$ cat config.mk
export PLATFORM = sky130hd
export DESIGN_NAME = jbs_scan_port
export DESIGN_NICKNAME = d
export VERILOG_FILES = /design/src/inc/jbs_pkg.sv /design/src/logic/jbs_tap_fsm.sv /design/src/logic/jbs_scan_port.sv
export SDC_FILE = /design/constraint.sdc
export NUM_CORES = 1
export LEC_CHECK = 0
export BUFFER_PORTS_ARGS = -buffer_cell sky130_fd_sc_hd__buf_2
export CAP_MARGIN = 15
export CORE_AREA = 5 5 215 217
export CTS_CLUSTER_SIZE = 25
export DETAILED_ROUTE_END_ITERATION = 8
export DIE_AREA = 0 0 220 222
export PLACE_DENSITY_LB_ADDON = 0.25
export RECOVER_POWER = 25
export SYNTH_ARGS = -nofsm -noshare
export SYNTH_HDL_FRONTEND = slang
export SYNTH_SLANG_ARGS = --single-unit
$ cat constraint.sdc
create_clock -name mclk_in -period 1.5 [get_ports mclk_in]
set_input_delay 0.075 -clock mclk_in [delete_from_list [all_inputs] [get_ports mclk_in]]
set_output_delay 0.075 -clock mclk_in [all_outputs]
set_load 0.05 [all_outputs]
$ cat src/inc/jbs_pkg.sv
// shared constants, cell map and types of the boundary-scan test port
package jbs_pkg;

    // core master clock as specified for the device; the bench runs mclk_in slower
    localparam real JBS_MCLK_MHZ = 35.328;
    // link test clock period in the bench, and the resulting mclk cycles per tck period
    localparam int JBS_MCLK_NS = 100;
    localparam int JBS_TCK_NS = 800;
    localparam int JBS_TCK_MCLK = JBS_TCK_NS / JBS_MCLK_NS;

    // number of boundary cells between serial in and serial out
    localparam int JBS_CELLS = 91;
    localparam int JBS_IR_W = 4;

    // instruction codes and the fixed ir capture pattern
    localparam logic [3:0] JBS_IR_EXTEST = 4'h0;
    localparam logic [3:0] JBS_IR_SAMPLE = 4'h1;
    localparam logic [3:0] JBS_IR_BYPASS = 4'hf;
    localparam logic [3:0] JBS_IR_CAPTURE = 4'h1;
    localparam logic [3:0] JBS_IR_RESET = JBS_IR_BYPASS;

    // b = bidirectional, i = input, o = output, c = clock pin observed as input
    typedef enum logic [1:0] {JBS_B, JBS_I, JBS_O, JBS_C} jbs_cell_t;

    // index 0 sits next to serial in, index JBS_CELLS-1 next to serial out
    localparam jbs_cell_t JBS_CELL_MAP [JBS_CELLS] = '{
        JBS_B, JBS_B, JBS_B, JBS_B, JBS_B, JBS_B, JBS_B, JBS_B, JBS_B, JBS_B,
        JBS_B, JBS_B, JBS_B, JBS_C, JBS_B, JBS_B, JBS_B, JBS_I, JBS_C, JBS_I,
        JBS_I, JBS_B, JBS_I, JBS_O, JBS_I, JBS_B, JBS_B, JBS_B, JBS_B, JBS_B,
        JBS_B, JBS_B, JBS_B, JBS_I, JBS_I, JBS_I, JBS_I, JBS_I, JBS_I, JBS_I,
        JBS_O, JBS_I, JBS_C, JBS_I, JBS_O, JBS_I, JBS_C, JBS_I, JBS_O, JBS_I,
        JBS_I, JBS_I, JBS_I, JBS_I, JBS_I, JBS_I, JBS_I, JBS_I, JBS_I, JBS_I,
        JBS_I, JBS_I, JBS_I, JBS_O, JBS_O, JBS_O, JBS_O, JBS_O, JBS_O, JBS_O,
        JBS_O, JBS_O, JBS_I, JBS_I, JBS_I, JBS_I, JBS_O, JBS_O, JBS_O, JBS_C,
        JBS_O, JBS_O, JBS_I, JBS_I, JBS_I, JBS_I, JBS_I, JBS_C, JBS_O, JBS_I,
        JBS_C
    };

    // first index of each pin group in the chain
    localparam int JBS_IDX_HOST_AD = 0;
    localparam int JBS_IDX_HOST_INT = 23;
    localparam int JBS_IDX_HW_RESET = 24;
    localparam int JBS_IDX_RX_DATA = 25;
    localparam int JBS_IDX_RX_ADDR = 33;
    localparam int JBS_IDX_TX_DATA = 50;
    localparam int JBS_IDX_TX_ADDR = 58;
    localparam int JBS_IDX_GENERAL_OUT = 80;
    localparam int JBS_IDX_PDOWN = 81;
    localparam int JBS_IDX_FE_RX = 82;
    localparam int JBS_IDX_FE_WORD = 86;

    typedef enum logic [3:0] {
        JBS_TLR, JBS_RTI,
        JBS_SEL_DR, JBS_CAP_DR, JBS_SH_DR, JBS_EX1_DR, JBS_PA_DR, JBS_EX2_DR, JBS_UPD_DR,
        JBS_SEL_IR, JBS_CAP_IR, JBS_SH_IR, JBS_EX1_IR, JBS_PA_IR, JBS_EX2_IR, JBS_UPD_IR
    } jbs_tap_state_t;

    typedef logic [JBS_CELLS-1:0] jbs_chain_t;

    // value and output enable of a group of pads
    typedef struct packed {
        jbs_chain_t val;
        jbs_chain_t oe;
    } jbs_pad_t;

endpackage

$ cat src/logic/jbs_tap_fsm.sv
// test access port controller state machine, stepped on each detected test clock rise
`timescale 1ns/1ps
module jbs_tap_fsm
    import jbs_pkg::*;
(
    // clock and reset
    input wire logic mclk_in,
    input wire logic rst_in,
    // test clock edge and mode select, both already synchronised
    input wire logic tck_rise_in,
    input wire logic tms_in,
    // controller state
    output jbs_tap_state_t state_out
);

    jbs_tap_state_t state_ff;
    jbs_tap_state_t nxt_state;

    always_comb begin
        nxt_state = state_ff;
        case (state_ff)
            JBS_TLR: nxt_state = tms_in ? JBS_TLR : JBS_RTI;
            JBS_RTI: nxt_state = tms_in ? JBS_SEL_DR : JBS_RTI;
            JBS_SEL_DR: nxt_state = tms_in ? JBS_SEL_IR : JBS_CAP_DR;
            JBS_CAP_DR: nxt_state = tms_in ? JBS_EX1_DR : JBS_SH_DR;
            JBS_SH_DR: nxt_state = tms_in ? JBS_EX1_DR : JBS_SH_DR;
            JBS_EX1_DR: nxt_state = tms_in ? JBS_UPD_DR : JBS_PA_DR;
            JBS_PA_DR: nxt_state = tms_in ? JBS_EX2_DR : JBS_PA_DR;
            JBS_EX2_DR: nxt_state = tms_in ? JBS_UPD_DR : JBS_SH_DR;
            JBS_UPD_DR: nxt_state = tms_in ? JBS_SEL_DR : JBS_RTI;
            JBS_SEL_IR: nxt_state = tms_in ? JBS_TLR : JBS_CAP_IR;
            JBS_CAP_IR: nxt_state = tms_in ? JBS_EX1_IR : JBS_SH_IR;
            JBS_SH_IR: nxt_state = tms_in ? JBS_EX1_IR : JBS_SH_IR;
            JBS_EX1_IR: nxt_state = tms_in ? JBS_UPD_IR : JBS_PA_IR;
            JBS_PA_IR: nxt_state = tms_in ? JBS_EX2_IR : JBS_PA_IR;
            JBS_EX2_IR: nxt_state = tms_in ? JBS_UPD_IR : JBS_SH_IR;
            JBS_UPD_IR: nxt_state = tms_in ? JBS_SEL_DR : JBS_RTI;
            default: nxt_state = JBS_TLR;
        endcase
    end

    always_ff @(posedge mclk_in) begin
        if (rst_in) begin
            state_ff <= JBS_TLR;
        end else if (tck_rise_in) begin
            state_ff <= nxt_state;
        end
    end

    assign state_out = state_ff;

endmodule

$ cat src/logic/jbs_scan_port.sv
// boundary-scan test access port with the device pin cell chain
// Operation
// - port has serial in, serial out, test clock, mode select and low-active test reset
// - test reset held low puts the controller back into its reset state
// - the port reaches a boundary chain over the pins for chip and board tests
// - core logic runs from the master clock, nominally 35.328MHz from an oscillator
// - utopia receive and transmit clocks are asynchronous to the master clock
// - host bus clock is treated as asynchronous to the master clock
// - eight utopia receive data lines get bidirectional cells, ascending bit order
// - eight utopia transmit data lines get input cells, descending bit order
// - receive address inputs ascending, transmit address inputs descending, all input cells
// - the test port pins themselves have no cells
// - four front-end receive inputs then the word-framing input get input cells
// - the four front-end transmit outputs have no cells
// - general output pin and power-down output each get an output cell
`timescale 1ns/1ps
module jbs_scan_port
    import jbs_pkg::*;
(
    // clock and reset
    input wire logic mclk_in,
    input wire logic rst_in,
    // test access port
    input wire logic tck_in,
    input wire logic tms_in,
    input wire logic tdi_in,
    input wire logic test_port_reset_n_in,
    output logic tdo_out,
    output logic tdo_oe_out,
    // pad side of the chain
    input wire jbs_chain_t pad_in,
    output jbs_pad_t pad_out,
    // core side of the chain
    input wire jbs_pad_t core_in,
    output jbs_chain_t core_rx_out
);

    // pin synchronisers; stage one is read only by stage two
    logic tck_meta_ff;
    logic tck_sync_ff;
    logic tck_prev_ff;
    logic tms_meta_ff;
    logic tms_sync_ff;
    logic tdi_meta_ff;
    logic tdi_sync_ff;
    logic trst_n_meta_ff;
    logic trst_n_sync_ff;
    jbs_chain_t pad_meta_ff;
    jbs_chain_t pad_sync_ff;

    logic tck_rise;
    logic tck_fall;
    logic tap_rst;
    jbs_tap_state_t tap_state;

    logic [JBS_IR_W-1:0] ir_shift_ff;
    logic [JBS_IR_W-1:0] ir_ff;
    logic bypass_ff;
    jbs_chain_t bsr_shift_ff;
    jbs_chain_t bsr_upd_ff;
    jbs_chain_t bsr_capture;
    logic tdo_ff;
    logic tdo_oe_ff;
    jbs_pad_t pad_ff;
    jbs_pad_t nxt_pad;
    jbs_chain_t core_rx_ff;

    logic sel_extest;
    logic sel_bsr;
    logic nxt_tdo;

    // the test clock is slow against mclk, so it is sampled and its edges found here
    always_ff @(posedge mclk_in) begin
        if (rst_in) begin
            tck_meta_ff <= 1'b0;
            tck_sync_ff <= 1'b0;
            tck_prev_ff <= 1'b0;
            tms_meta_ff <= 1'b1;
            tms_sync_ff <= 1'b1;
            tdi_meta_ff <= 1'b1;
            tdi_sync_ff <= 1'b1;
        end else begin
            tck_meta_ff <= tck_in;
            tck_sync_ff <= tck_meta_ff;
            tck_prev_ff <= tck_sync_ff;
            tms_meta_ff <= tms_in;
            tms_sync_ff <= tms_meta_ff;
            tdi_meta_ff <= tdi_in;
            tdi_sync_ff <= tdi_meta_ff;
        end
    end

    // reset comes out held low so the controller starts in its reset state
    always_ff @(posedge mclk_in) begin
        if (rst_in) begin
            trst_n_meta_ff <= 1'b0;
            trst_n_sync_ff <= 1'b0;
        end else begin
            trst_n_meta_ff <= test_port_reset_n_in;
            trst_n_sync_ff <= trst_n_meta_ff;
        end
    end

    // pads include the utopia and host clock pins, which are unrelated to mclk
    always_ff @(posedge mclk_in) begin
        if (rst_in) begin
            pad_meta_ff <= '0;
            pad_sync_ff <= '0;
        end else begin
            pad_meta_ff <= pad_in;
            pad_sync_ff <= pad_meta_ff;
        end
    end

    assign tck_rise = tck_sync_ff & ~tck_prev_ff;
    assign tck_fall = ~tck_sync_ff & tck_prev_ff;
    assign tap_rst = rst_in | ~trst_n_sync_ff;

    jbs_tap_fsm u_fsm (
        .mclk_in(mclk_in),
        .rst_in(tap_rst),
        .tck_rise_in(tck_rise),
        .tms_in(tms_sync_ff),
        .state_out(tap_state)
    );

    assign sel_extest = (ir_ff == JBS_IR_EXTEST);
    assign sel_bsr = sel_extest | (ir_ff == JBS_IR_SAMPLE);

    // per-cell capture source and pad drive, by cell kind
    genvar g;
    generate
        for (g = 0; g < JBS_CELLS; g++) begin : g_cell
            if (JBS_CELL_MAP[g] == JBS_B) begin : g_bidir
                // in extest the pad is always driven; capture still takes the synchronised pad value
                assign bsr_capture[g] = pad_sync_ff[g];
                assign nxt_pad.val[g] = sel_extest ? bsr_upd_ff[g] : core_in.val[g];
                assign nxt_pad.oe[g] = sel_extest ? 1'b1 : core_in.oe[g];
            end else if (JBS_CELL_MAP[g] == JBS_O) begin : g_out
                assign bsr_capture[g] = core_in.val[g];
                assign nxt_pad.val[g] = sel_extest ? bsr_upd_ff[g] : core_in.val[g];
                assign nxt_pad.oe[g] = 1'b1;
            end else begin : g_in
                assign bsr_capture[g] = pad_sync_ff[g];
                assign nxt_pad.val[g] = 1'b0;
                assign nxt_pad.oe[g] = 1'b0;
            end
        end
    endgenerate

    // instruction register; defaults to bypass so functional pins run untouched
    always_ff @(posedge mclk_in) begin
        if (tap_rst) begin
            ir_shift_ff <= JBS_IR_RESET;
            ir_ff <= JBS_IR_RESET;
        end else if (tap_state == JBS_TLR) begin
            ir_ff <= JBS_IR_RESET;
        end else if (tck_rise && tap_state == JBS_CAP_IR) begin
            ir_shift_ff <= JBS_IR_CAPTURE;
        end else if (tck_rise && tap_state == JBS_SH_IR) begin
            ir_shift_ff <= {tdi_sync_ff, ir_shift_ff[JBS_IR_W-1:1]};
        end else if (tck_fall && tap_state == JBS_UPD_IR) begin
            ir_ff <= ir_shift_ff;
        end
    end

    // bypass stage, loaded with zero at capture
    always_ff @(posedge mclk_in) begin
        if (tap_rst) begin
            bypass_ff <= 1'b0;
        end else if (tck_rise && tap_state == JBS_CAP_DR) begin
            bypass_ff <= 1'b0;
        end else if (tck_rise && tap_state == JBS_SH_DR) begin
            bypass_ff <= tdi_sync_ff;
        end
    end

    // boundary chain: serial in enters cell 0, serial out leaves the last cell
    always_ff @(posedge mclk_in) begin
        if (rst_in) begin
            bsr_shift_ff <= '0;
        end else if (tck_rise && sel_bsr && tap_state == JBS_CAP_DR) begin
            bsr_shift_ff <= bsr_capture;
        end else if (tck_rise && sel_bsr && tap_state == JBS_SH_DR) begin
            bsr_shift_ff <= {bsr_shift_ff[JBS_CELLS-2:0], tdi_sync_ff};
        end
    end

    // update latch holds the value driven during extest
    always_ff @(posedge mclk_in) begin
        if (rst_in) begin
            bsr_upd_ff <= '0;
        end else if (tck_fall && sel_bsr && tap_state == JBS_UPD_DR) begin
            bsr_upd_ff <= bsr_shift_ff;
        end
    end

    always_comb begin
        nxt_tdo = bypass_ff;
        if (tap_state == JBS_SH_IR) begin
            nxt_tdo = ir_shift_ff[0];
        end else if (sel_bsr) begin
            nxt_tdo = bsr_shift_ff[JBS_CELLS-1];
        end
    end

    // serial out changes on the falling test clock and is released outside shift states
    always_ff @(posedge mclk_in) begin
        if (tap_rst) begin
            tdo_ff <= 1'b0;
            tdo_oe_ff <= 1'b0;
        end else if (tck_fall) begin
            tdo_ff <= nxt_tdo;
            tdo_oe_ff <= (tap_state == JBS_SH_DR) || (tap_state == JBS_SH_IR);
        end
    end

    // pad drive and core view are registered; costs one mclk of latency
    always_ff @(posedge mclk_in) begin
        if (rst_in) begin
            pad_ff <= '0;
            core_rx_ff <= '0;
        end else begin
            pad_ff <= nxt_pad;
            core_rx_ff <= pad_sync_ff;
        end
    end

    assign tdo_out = tdo_ff;
    assign tdo_oe_out = tdo_oe_ff;
    assign pad_out = pad_ff;
    assign core_rx_out = core_rx_ff;

endmodule

== Word level (Yosys, flattened, before mapping) ==
Index checks and enable logic that the tools add are counted.
Word-level totals
  bits of input ports: 279
  logic and storage cells: 161
  bits in registers: 659
  output and inout port bits: 275
Cells by class
  mux-type cells: 89
  reductions and logical operators: 22
  bitwise logic cells: 10
  equality and inequality tests: 16
Operators by type and width (number)
  91-bit two-way mux: 2
  89-bit two-way mux: 1
  1-bit two-way mux: 74
  4-bit one-hot mux with 12 select lines: 1
  4-bit equality test, second input constant: 8
  4-bit two-way mux: 6
  4-bit by 3-bit equality test with 1-bit output, second input constant: 4
  1-bit logical AND: 10
  4-bit by 1-bit equality test with 1-bit output, second input constant: 2
  4-bit by 2-bit equality test with 1-bit output, second input constant: 2
  4-bit zero test: 2
  2-bit OR reduction: 4
  2-bit two-way mux: 3
  3-bit two-way mux: 2
  1-bit NOT: 6
  2-bit nonzero test: 2
  3-bit AND reduction: 1
  3-bit OR reduction: 1
  1-bit AND: 2
  1-bit OR: 2
  2-bit AND reduction: 1
  1-bit logical OR: 1

== Depth between registers and ports, before layout ==
Gate-level depths: netlist (run 1).
  word-level depth: 6
  mapped depth: 7
  mapped depth without buffers: 4

== Cells and area by module ==
A second synthesis (run 1) with hierarchy kept.
Second synthesis, totals
  cells, all modules: 1794
  area, all modules: 17391.7 µm²
By module, submodules not included
  jbs_scan_port: times used 1, sequential area each 9969.6 µm², cells each 1751, area an instance 17031.3 µm²
  jbs_tap_fsm: times used 1, sequential area each 80.1 µm², cells each 43, area an instance 360.3 µm²

== Worst setup path after synthesis (run 1) ==
Ideal clock, no wire load.
  kind: flip-flop to flip-flop
  start: register tck_prev_ff
  end: register bsr_shift_ff[79]
  period minus slack after synthesis: 1.576 ns
  stages on the path, launching flop included: 8
  setup slack: -0.076 ns
  arrival: 1.448 ns
  library setup time: 0.127 ns
  data required time: 1.373 ns
  path through: dfxtp_1 -> nand2b_1 -> buf_4 -> or3_1 -> clkbuf_1 -> buf_2 -> o22ai_1 -> o2bb2ai_1
On the way
  word-level cells in the longest chain between the ends: 5
  elaborated cells between the ends (all ways): 7
RTL lines
  start, declared: RTL line jbs_scan_port.sv:41  | logic tck_prev_ff;
  start signal, assigned: RTL line jbs_scan_port.sv:85  | tck_prev_ff <= tck_sync_ff;
  1-bit NOT (*): RTL line jbs_scan_port.sv:115  | assign tck_rise = tck_sync_ff & ~tck_prev_ff;
  1-bit AND (*): RTL line jbs_scan_port.sv:115
  1-bit logical AND (*): RTL line jbs_scan_port.sv:182, jbs_scan_port.sv:184
  1-bit logical AND, on equally long branches: RTL line jbs_scan_port.sv:182, jbs_scan_port.sv:184
  91-bit two-way mux or 2-bit nonzero test (tied branches)
  end signal, assigned: RTL line jbs_scan_port.sv:183  | bsr_shift_ff <= bsr_capture;
  end signal, assigned: RTL line jbs_scan_port.sv:185  | bsr_shift_ff <= {bsr_shift_ff[JBS_CELLS-2:0], tdi_sync_ff};
  end, declared: RTL line jbs_scan_port.sv:59  | jbs_chain_t bsr_shift_ff;
Every way passes the cells marked *; elsewhere a longest branch is shown, timed or not.
A chain may end at the register's enable or synchronous reset.

== Final worst setup path (run 1) ==
  start: register ir_ff[3]
  end: register bsr_shift_ff[5]
On the way
  word-level cells in the longest chain between the ends: 5
  elaborated cells between the ends (all ways): 8
RTL lines
  start, declared: RTL line jbs_scan_port.sv:57  | logic [JBS_IR_W-1:0] ir_ff;
  start signal, assigned: RTL line jbs_scan_port.sv:163  | ir_ff <= ir_shift_ff;
  4-bit by 1-bit equality test with 1-bit output or 4-bit zero test (tied branches): RTL line jbs_scan_port.sv:128, jbs_scan_port.sv:127
  1-bit OR (*): RTL line jbs_scan_port.sv:128  | assign sel_bsr = sel_extest | (ir_ff == JBS_IR_SAMPLE);
  1-bit logical AND (*): RTL line jbs_scan_port.sv:182, jbs_scan_port.sv:184
  1-bit logical AND, on equally long branches: RTL line jbs_scan_port.sv:182, jbs_scan_port.sv:184
  91-bit two-way mux or 2-bit nonzero test (tied branches)
Marked as above.

==> flow_summary.toml, run 1 <==
[synth]
netlist_area_mm2 = 0.0164
ys_seq_area_frac = 0.612
synthCells = 1603
synth_edf_count = 0
ys_warn_count = 0
synth_seq_cells = 502
syn_area_per_cell_um2 = 10.2
ys.flop_type = "dfxtp_1"
netlist-cell-type-count = 42
async_flop_share = 0

[grt]
antenna_found_initial = 2
grt_pass1_wl_um = 65800
overflow = 0
grt_usage = 0.165
first_global_vias = 12500
grt_max_degree = 123

[place]
port-buffer-count = 346
dpl.hpwl_um = 26100
finalWeightedCongestion = 0.760
pre_cts_ws_ns = -0.175
dpl-instance-area_mm2 = 0.0185
place_inst = 2458

[cells_and_area]
finalNonFillerCells = 2737
final_util = 0.514
fin_area_mm2 = 0.0226
area_delta_synth_final_pct = 37.6
drive_gt1_frac = 0.273
finalNetCount = 2384

[sta]
clock.fmax_ghz = 0.590
fin_skew_ns = 0.0201
holdWs_ns = 0.220
maxSlewViolCount = 0
slew_headroom = 0.279
rsz0062_at_grt = "true"
hold_viol = 0
setup_ws_ns = -0.195
worstMarginPinSlew_ns = 1.08
min_period_ns = 1.70
finalSetupViolCount = 205
period_share = 1.13

[run_status]
violations = "negative setup slack"
status = "finished, violations left"

[worst_setup_path]
criticalPathCategory = "flop to flop"
cp.required_ns = 2.00
slowest_stage = "or3_4"
r2r_slack_ns = -0.20
cpPeakStageDelay_ns = 0.40
start_kind = "flop"
reg2reg_depth = 6
r2r_start = "ir_ff[3]"
r2r_end = "bsr_shift_ff[5]"
crit_path_end_kind = "flop"
cp_max_fo = 19
cp.arrival_ns = 2.19
cp_cell_sequence = "or3_4, nor4_4, buf_6, clkbuf_16, o22ai_1, o2bb2ai_1"

[die]
rows = 77
core_area_mm2 = 0.0439
die_y_um = 222
fp.dieW_um = 220
die_area_mm2 = 0.0488
initial_utilization = 0.374
ios = 554

[pwr]
internal-power_mw = 22.3
p_clk_frac = 0.440
power_frac_comb = 0.088
p_leak_nw = 9.42
power_switching_mw = 7.06
power_density_mw_per_mm2 = 1300
pwr-share-seq = 0.472
ir_drop_v = 0.000820
switching_share = 0.240

[cts]
worstSkewPairLatency_ns = 0.59
cts_htree_levels = 2
path_clk_slew_ns = 0.06
cts_root_buf = "clkbuf_16"
cts_tree = "built"
numClockSinks = 502
cts_buffer_depth = 3
numCtsBuffers = 51

[drt]
routed_wl_um = 44100
drtAntennaViolNets = 0
remaining_drc_errors = 0
first_iter_violations = 841
drtPass1Iterations = 7
vias = 12400
wire_per_inst_um = 16.1
vias_per_cell = 4.55

[worst_hold_path]
min_from = "tms_in"
hold-path-cell-count = 3
hp-class = "input port to flop"
whs_endpoint = "tms_meta_ff"

[flow_run]
maxCapViolCount = 0
cell usage after synthesis (2+ instances only):
master	count	area share
clkbuf_1	83	0.019
o22ai_1	91	0.035
buf_4	114	0.052
nand2_1	188	0.043
or2_2	4	0.0015
nor2b_1	285	0.11
buf_2	17	0.0052
buf_6	9	0.0062
and4_1	2	0.0011
o2bb2ai_1	91	0.049
dfxtp_1	502	0.61
o21ai_0	13	0.0040
nand4_1	4	0.0015
a311o_1	3	0.0018
nor3_1	2	0.00061
a31oi_1	3	0.0011
a21oi_1	96	0.029
inv_1	4	0.00091
nor2_1	58	0.013
nand3_1	5	0.0015
or3_1	2	0.00076
xnor2_1	2	0.0011
nor3b_1	3	0.0014
nand2b_1	4	0.0015
worst max-delay path by stage:
stage               cells after the start          startpoint  slack (ns)          endpoint
floorplan                               7         tck_prev_ff       -0.02  bsr_shift_ff[10]
global placement                        6            ir_ff[3]       -0.14       pad_out[94]
detailed placement                      6  u_fsm.state_out[1]       -0.18  bsr_shift_ff[72]
CTS                                     6            ir_ff[3]       -0.17   bsr_shift_ff[5]
global route                            6            ir_ff[3]       -0.26  bsr_shift_ff[76]
finish                                  6            ir_ff[3]       -0.20   bsr_shift_ff[5]
stage by stage:
step	power (mW)	TNS [ns]
floorplan	16.0	-1.87
global placement	16.4	-15.51
detailed placement	16.4	-19.32
CTS	29.7	-16.58
global route	30.5	-39.67
finish	29.4	-23.92
what timing repair did:
action	4_1_cts	5_1_grt
setup buffers	4	5
resized for setup	31	75
endpoints found under the hold margin	201	0
setup endpoints to repair	205	211
cloned	4	10
pin swaps	2	44
hold buffers	165	0
cells by family after synthesis:
group / after synthesis / share of synthesized area
flip-flops: 502 / 0.612
other: 1 / 0.000228
AO/OA/AOI/OAI: 304 / 0.123
AND/OR/NAND/NOR: 565 / 0.179
buffers and inverters: 228 / 0.0836
XOR/XNOR: 2 / 0.00107
multiplexers: 1 / 0.000610
layer usage:
metal,track usage,part of all wire,up-vias
met2,0.279,0.47,399
met4,0.0525,0.027,0
li1,-,-,6133
met3,0.0453,0.072,82
met5,0,0,-
met1,0.205,0.43,5828
registers in the layout, indices dropped and copies added, names as in the netlist, 4 cells and up:
name	count
bsr_shift_ff	91
bsr_upd_ff	44
core_rx_out	91
ir_ff	4
ir_shift_ff	4
pad_meta_ff	91
pad_out	70
pad_sync_ff	91
u_fsm.state_out	4
final cells by class:
class / count / area, um2
Fill cell: 3967 / 21300
Sequential cell: 502 / 10100
Multi-Input combinational cell: 966 / 5630
Timing Repair Buffer: 580 / 4410
Clock buffer: 71 / 1450
Tap cell: 592 / 741
Clock inverter: 20 / 278
Inverter: 4 / 15.0
Antenna cell: 2 / 5.00
cells in the final DEF (no fill, tap or decap), types with 56 or more instances in the layout:
cell,netlist,layout
nor2_1,58,56
a21oi_1,96,59
buf_2,17,340
o22ai_1,91,89
nor2b_1,285,284
nand2_1,188,162
dfxtp_1,502,496
dlygate4sd3_1,0,165
clkbuf_16,0,61
conb_1,1,94
o2bb2ai_1,91,91
worst max-delay path: cells and delay by family (launching register included):
family,cells,cell delay (ns)
AND/OR/NAND/NOR,2,0.63
AO/OA/AOI/OAI,2,0.23
flip-flops,1,0.32
buffers and inverters,2,0.44
power by group through the flow:
stage	clock network, mW	registers, mW	logic (mW)
after floorplan	0	14.7	1.30
after global placement	0	14.2	2.21
after detailed placement	0	14.2	2.22
after CTS	13.3	13.9	2.58
after global routing	13.9	13.9	2.75
final	12.9	13.9	2.59
No activity file was read; power rests on OpenSTA's default activity.
==> run 2, diff against run 1 <==
--- a/config.mk
+++ b/config.mk
@@ -11,6 +11,7 @@
 export CTS_CLUSTER_SIZE = 25
 export DETAILED_ROUTE_END_ITERATION = 8
 export DIE_AREA = 0 0 220 222
+export GPL_TIMING_DRIVEN = 0
 export PLACE_DENSITY_LB_ADDON = 0.25
 export RECOVER_POWER = 25
 export SYNTH_ARGS = -nofsm -noshare
==> run 2 against run 1 <==
  * First-iteration DRC count is 19% lower
  * Non-clock buffer count up 182
  * Utilization is 3.4 points higher
  * Highest routed layer unchanged
  * Via count is 5.3% higher
  * Largest power group unchanged
  * Hold slack got worse by 0.099 ns
  * Critical path depth unchanged
  * Global-route usage grew 2.2 points
  * Register-to-register slack worse by 0.03 ns
  * Power increased by 1.2%
  * The flow still finishes with violations (negative setup slack)
  * Sequential cell count stayed put
==> flow_summary.toml, run 2 (same netlist as run 1, synthesis figures left out) <==
[drt]
remaining_drc_errors = 0
vias = 13100
first_iter_violations = 680
drtAntennaViolNets = 0
routed_wl_um = 48800
vias_per_cell = 4.49
wire_per_inst_um = 16.7
drtPass1Iterations = 5

[place]
place_inst = 2633
finalWeightedCongestion = 0.817
dpl.hpwl_um = 32700
port-buffer-count = 345
dpl-instance-area_mm2 = 0.0193

[cts]
numClockSinks = 502
numCtsBuffers = 51
path_clk_slew_ns = 0.06
cts_tree = "built"
worstSkewPairLatency_ns = 0.58
cts_buffer_depth = 3
cts_root_buf = "clkbuf_16"
cts_htree_levels = 2

[grt]
grt_pass1_wl_um = 72500
grt_usage = 0.187
first_global_vias = 13300
antenna_found_initial = 1
overflow = 0
grt_max_degree = 20

[worst_setup_path]
r2r_end = "bsr_shift_ff[21]"
cp.arrival_ns = 2.23
cp_cell_sequence = "or3_4, nor4_4, buf_6, buf_6, o22ai_2, o2bb2ai_1"
criticalPathCategory = "flop to flop"
cp.depth = 6
r2r_start = "ir_ff[2]"
cp-endpoint = "bsr_shift_ff[21]"
crit_path_end_kind = "flop"
cp.required_ns = 2.00
cpPeakStageDelay_ns = 0.41
cp_max_fo = 10
reg2reg_depth = 6
r2r_slack_ns = -0.23
slowest_stage = "or3_4"
startpoint = "ir_ff[2]"
start_kind = "flop"
crit_family = "simple AND/OR/NAND/NOR gates"
critPathBufInv = 2
cp_common_cell = "buf_6"

[worst_hold_path]
hp-class = "input port to flop"

[pwr]
total_power_mw = 29.7
power_frac_comb = 0.100
power_density_mw_per_mm2 = 1230
ir_drop_v = 0.000796
pwr-share-seq = 0.467
switching_share = 0.241
p_leak_nw = 10.3
p_clk_frac = 0.434
power_switching_mw = 7.18
internal-power_mw = 22.6

[cells_and_area]
layout.cells.most_common_list = "dfxtp_1 (493), buf_2 (331), nor2b_1 (283), nand2_1 (180), dlygate4sd3_1 (170)"
fin_area_mm2 = 0.0241
multi_input_area_mm2 = 0.00597
finalNonFillerCells = 2916
finalNetCount = 2566
final_util = 0.549
seq_area_mm2 = 0.0101
filler_cell_count = 3833
area_delta_synth_final_pct = 46.9
mostFrequentLayoutCell = "dfxtp_1"
drive_gt1_frac = 0.322

[sta]
clock.fmax_ghz = 0.579
finalSetupViolCount = 156
fin_skew_ns = 0.0112
worstMarginPinSlew_ns = 0.929
period_share = 1.15
setup_ws_ns = -0.226
min_period_ns = 1.73
rsz0062_at_grt = "true"
maxSlewViolCount = 0
slew_headroom = 0.381
hold_viol = 0

[run_status]
violations = "negative setup slack"
status = "finished, violations left"

[die]
core_area_mm2 = 0.0439
die_area_mm2 = 0.0488
fp.dieW_um = 220
ios = 554
initial_utilization = 0.374
die_y_um = 222
rows = 77

[flow_run]
maxCapViolCount = 0
run 2: worst register-to-register path, cell delays in order (launching register included):
cell	delay (ns)
dfxtp_4	0.35
or3_4	0.41
nor4_4	0.20
buf_6	0.25
buf_6	0.21
o22ai_2	0.10
o2bb2ai_1	0.13
run 2: power groups by stage:
stage                     Sequential, mW  Combinational, mW  Clock (mW)
final                               13.9               2.96        12.9
after global routing                13.9               3.14        13.8
after CTS                           13.9               2.89        13.2
after detailed placement            14.2               2.51           0
after global placement              14.2               2.51           0
after floorplan                     14.7               1.30           0
run 2: worst min-delay path by stage:
stage | start | end | slack [ns] | cells past startpoint
after global placement | tdi_in | tdi_meta_ff | 0.26 | 2
after detailed placement | tdi_in | tdi_meta_ff | 0.27 | 2
after floorplan | tdi_in | tdi_meta_ff | 0.18 | 1
after CTS | rst_in | ir_shift_ff[0] | 0.11 | 3
after global routing | rst_in | ir_shift_ff[0] | 0.17 | 3
final | rst_in | ir_shift_ff[0] | 0.12 | 3
run 2: through the flow:
| stage | setup TNS (ns) | hold slack (ns) | setup slack [ns] |
|---|---|---|---|
| finish | -18.93 | 0.121 | -0.226 |
| floorplan | -1.87 | 0.179 | -0.0230 |
| global route | -31.87 | 0.169 | -0.308 |
| detailed placement | -256.39 | 0.266 | -0.881 |
| CTS | -29.43 | 0.110 | -0.273 |
| global placement | -249.88 | 0.263 | -0.838 |
run 2: layout make-up:
cell class | instances | area share
Antenna cell | 1 | 0.000104
Buffer | 218 | 0.0686
Clock buffer | 74 | 0.0624
Clock inverter | 15 | 0.00851
Inverter | 4 | 0.000623
Multi-Input combinational cell | 966 | 0.247
Sequential cell | 502 | 0.418
Tap cell | 592 | 0.0307
Timing Repair Buffer | 544 | 0.164
run 2: metal layers:
| metal | vias up | share of wire | wire, um | GRT usage |
|---|---|---|---|---|
| met5 | - | 0 | 0 | 0 |
| met3 | 79 | 0.062 | 3030 | 0.0457 |
| li1 | 6498 | - | - | - |
| met1 | 6156 | 0.43 | 20900 | 0.238 |
| met4 | 0 | 0.019 | 941 | 0.0455 |
| met2 | 369 | 0.49 | 23900 | 0.321 |
run 2: repair_timing:
action	in CTS	in global routing
hold buffers	170	0
pin swaps	26	35
hold endpoints to repair	186	0
resized for setup	75	223
buffers inserted	13	8
endpoints found under the setup margin	280	248
gates cloned	2	6
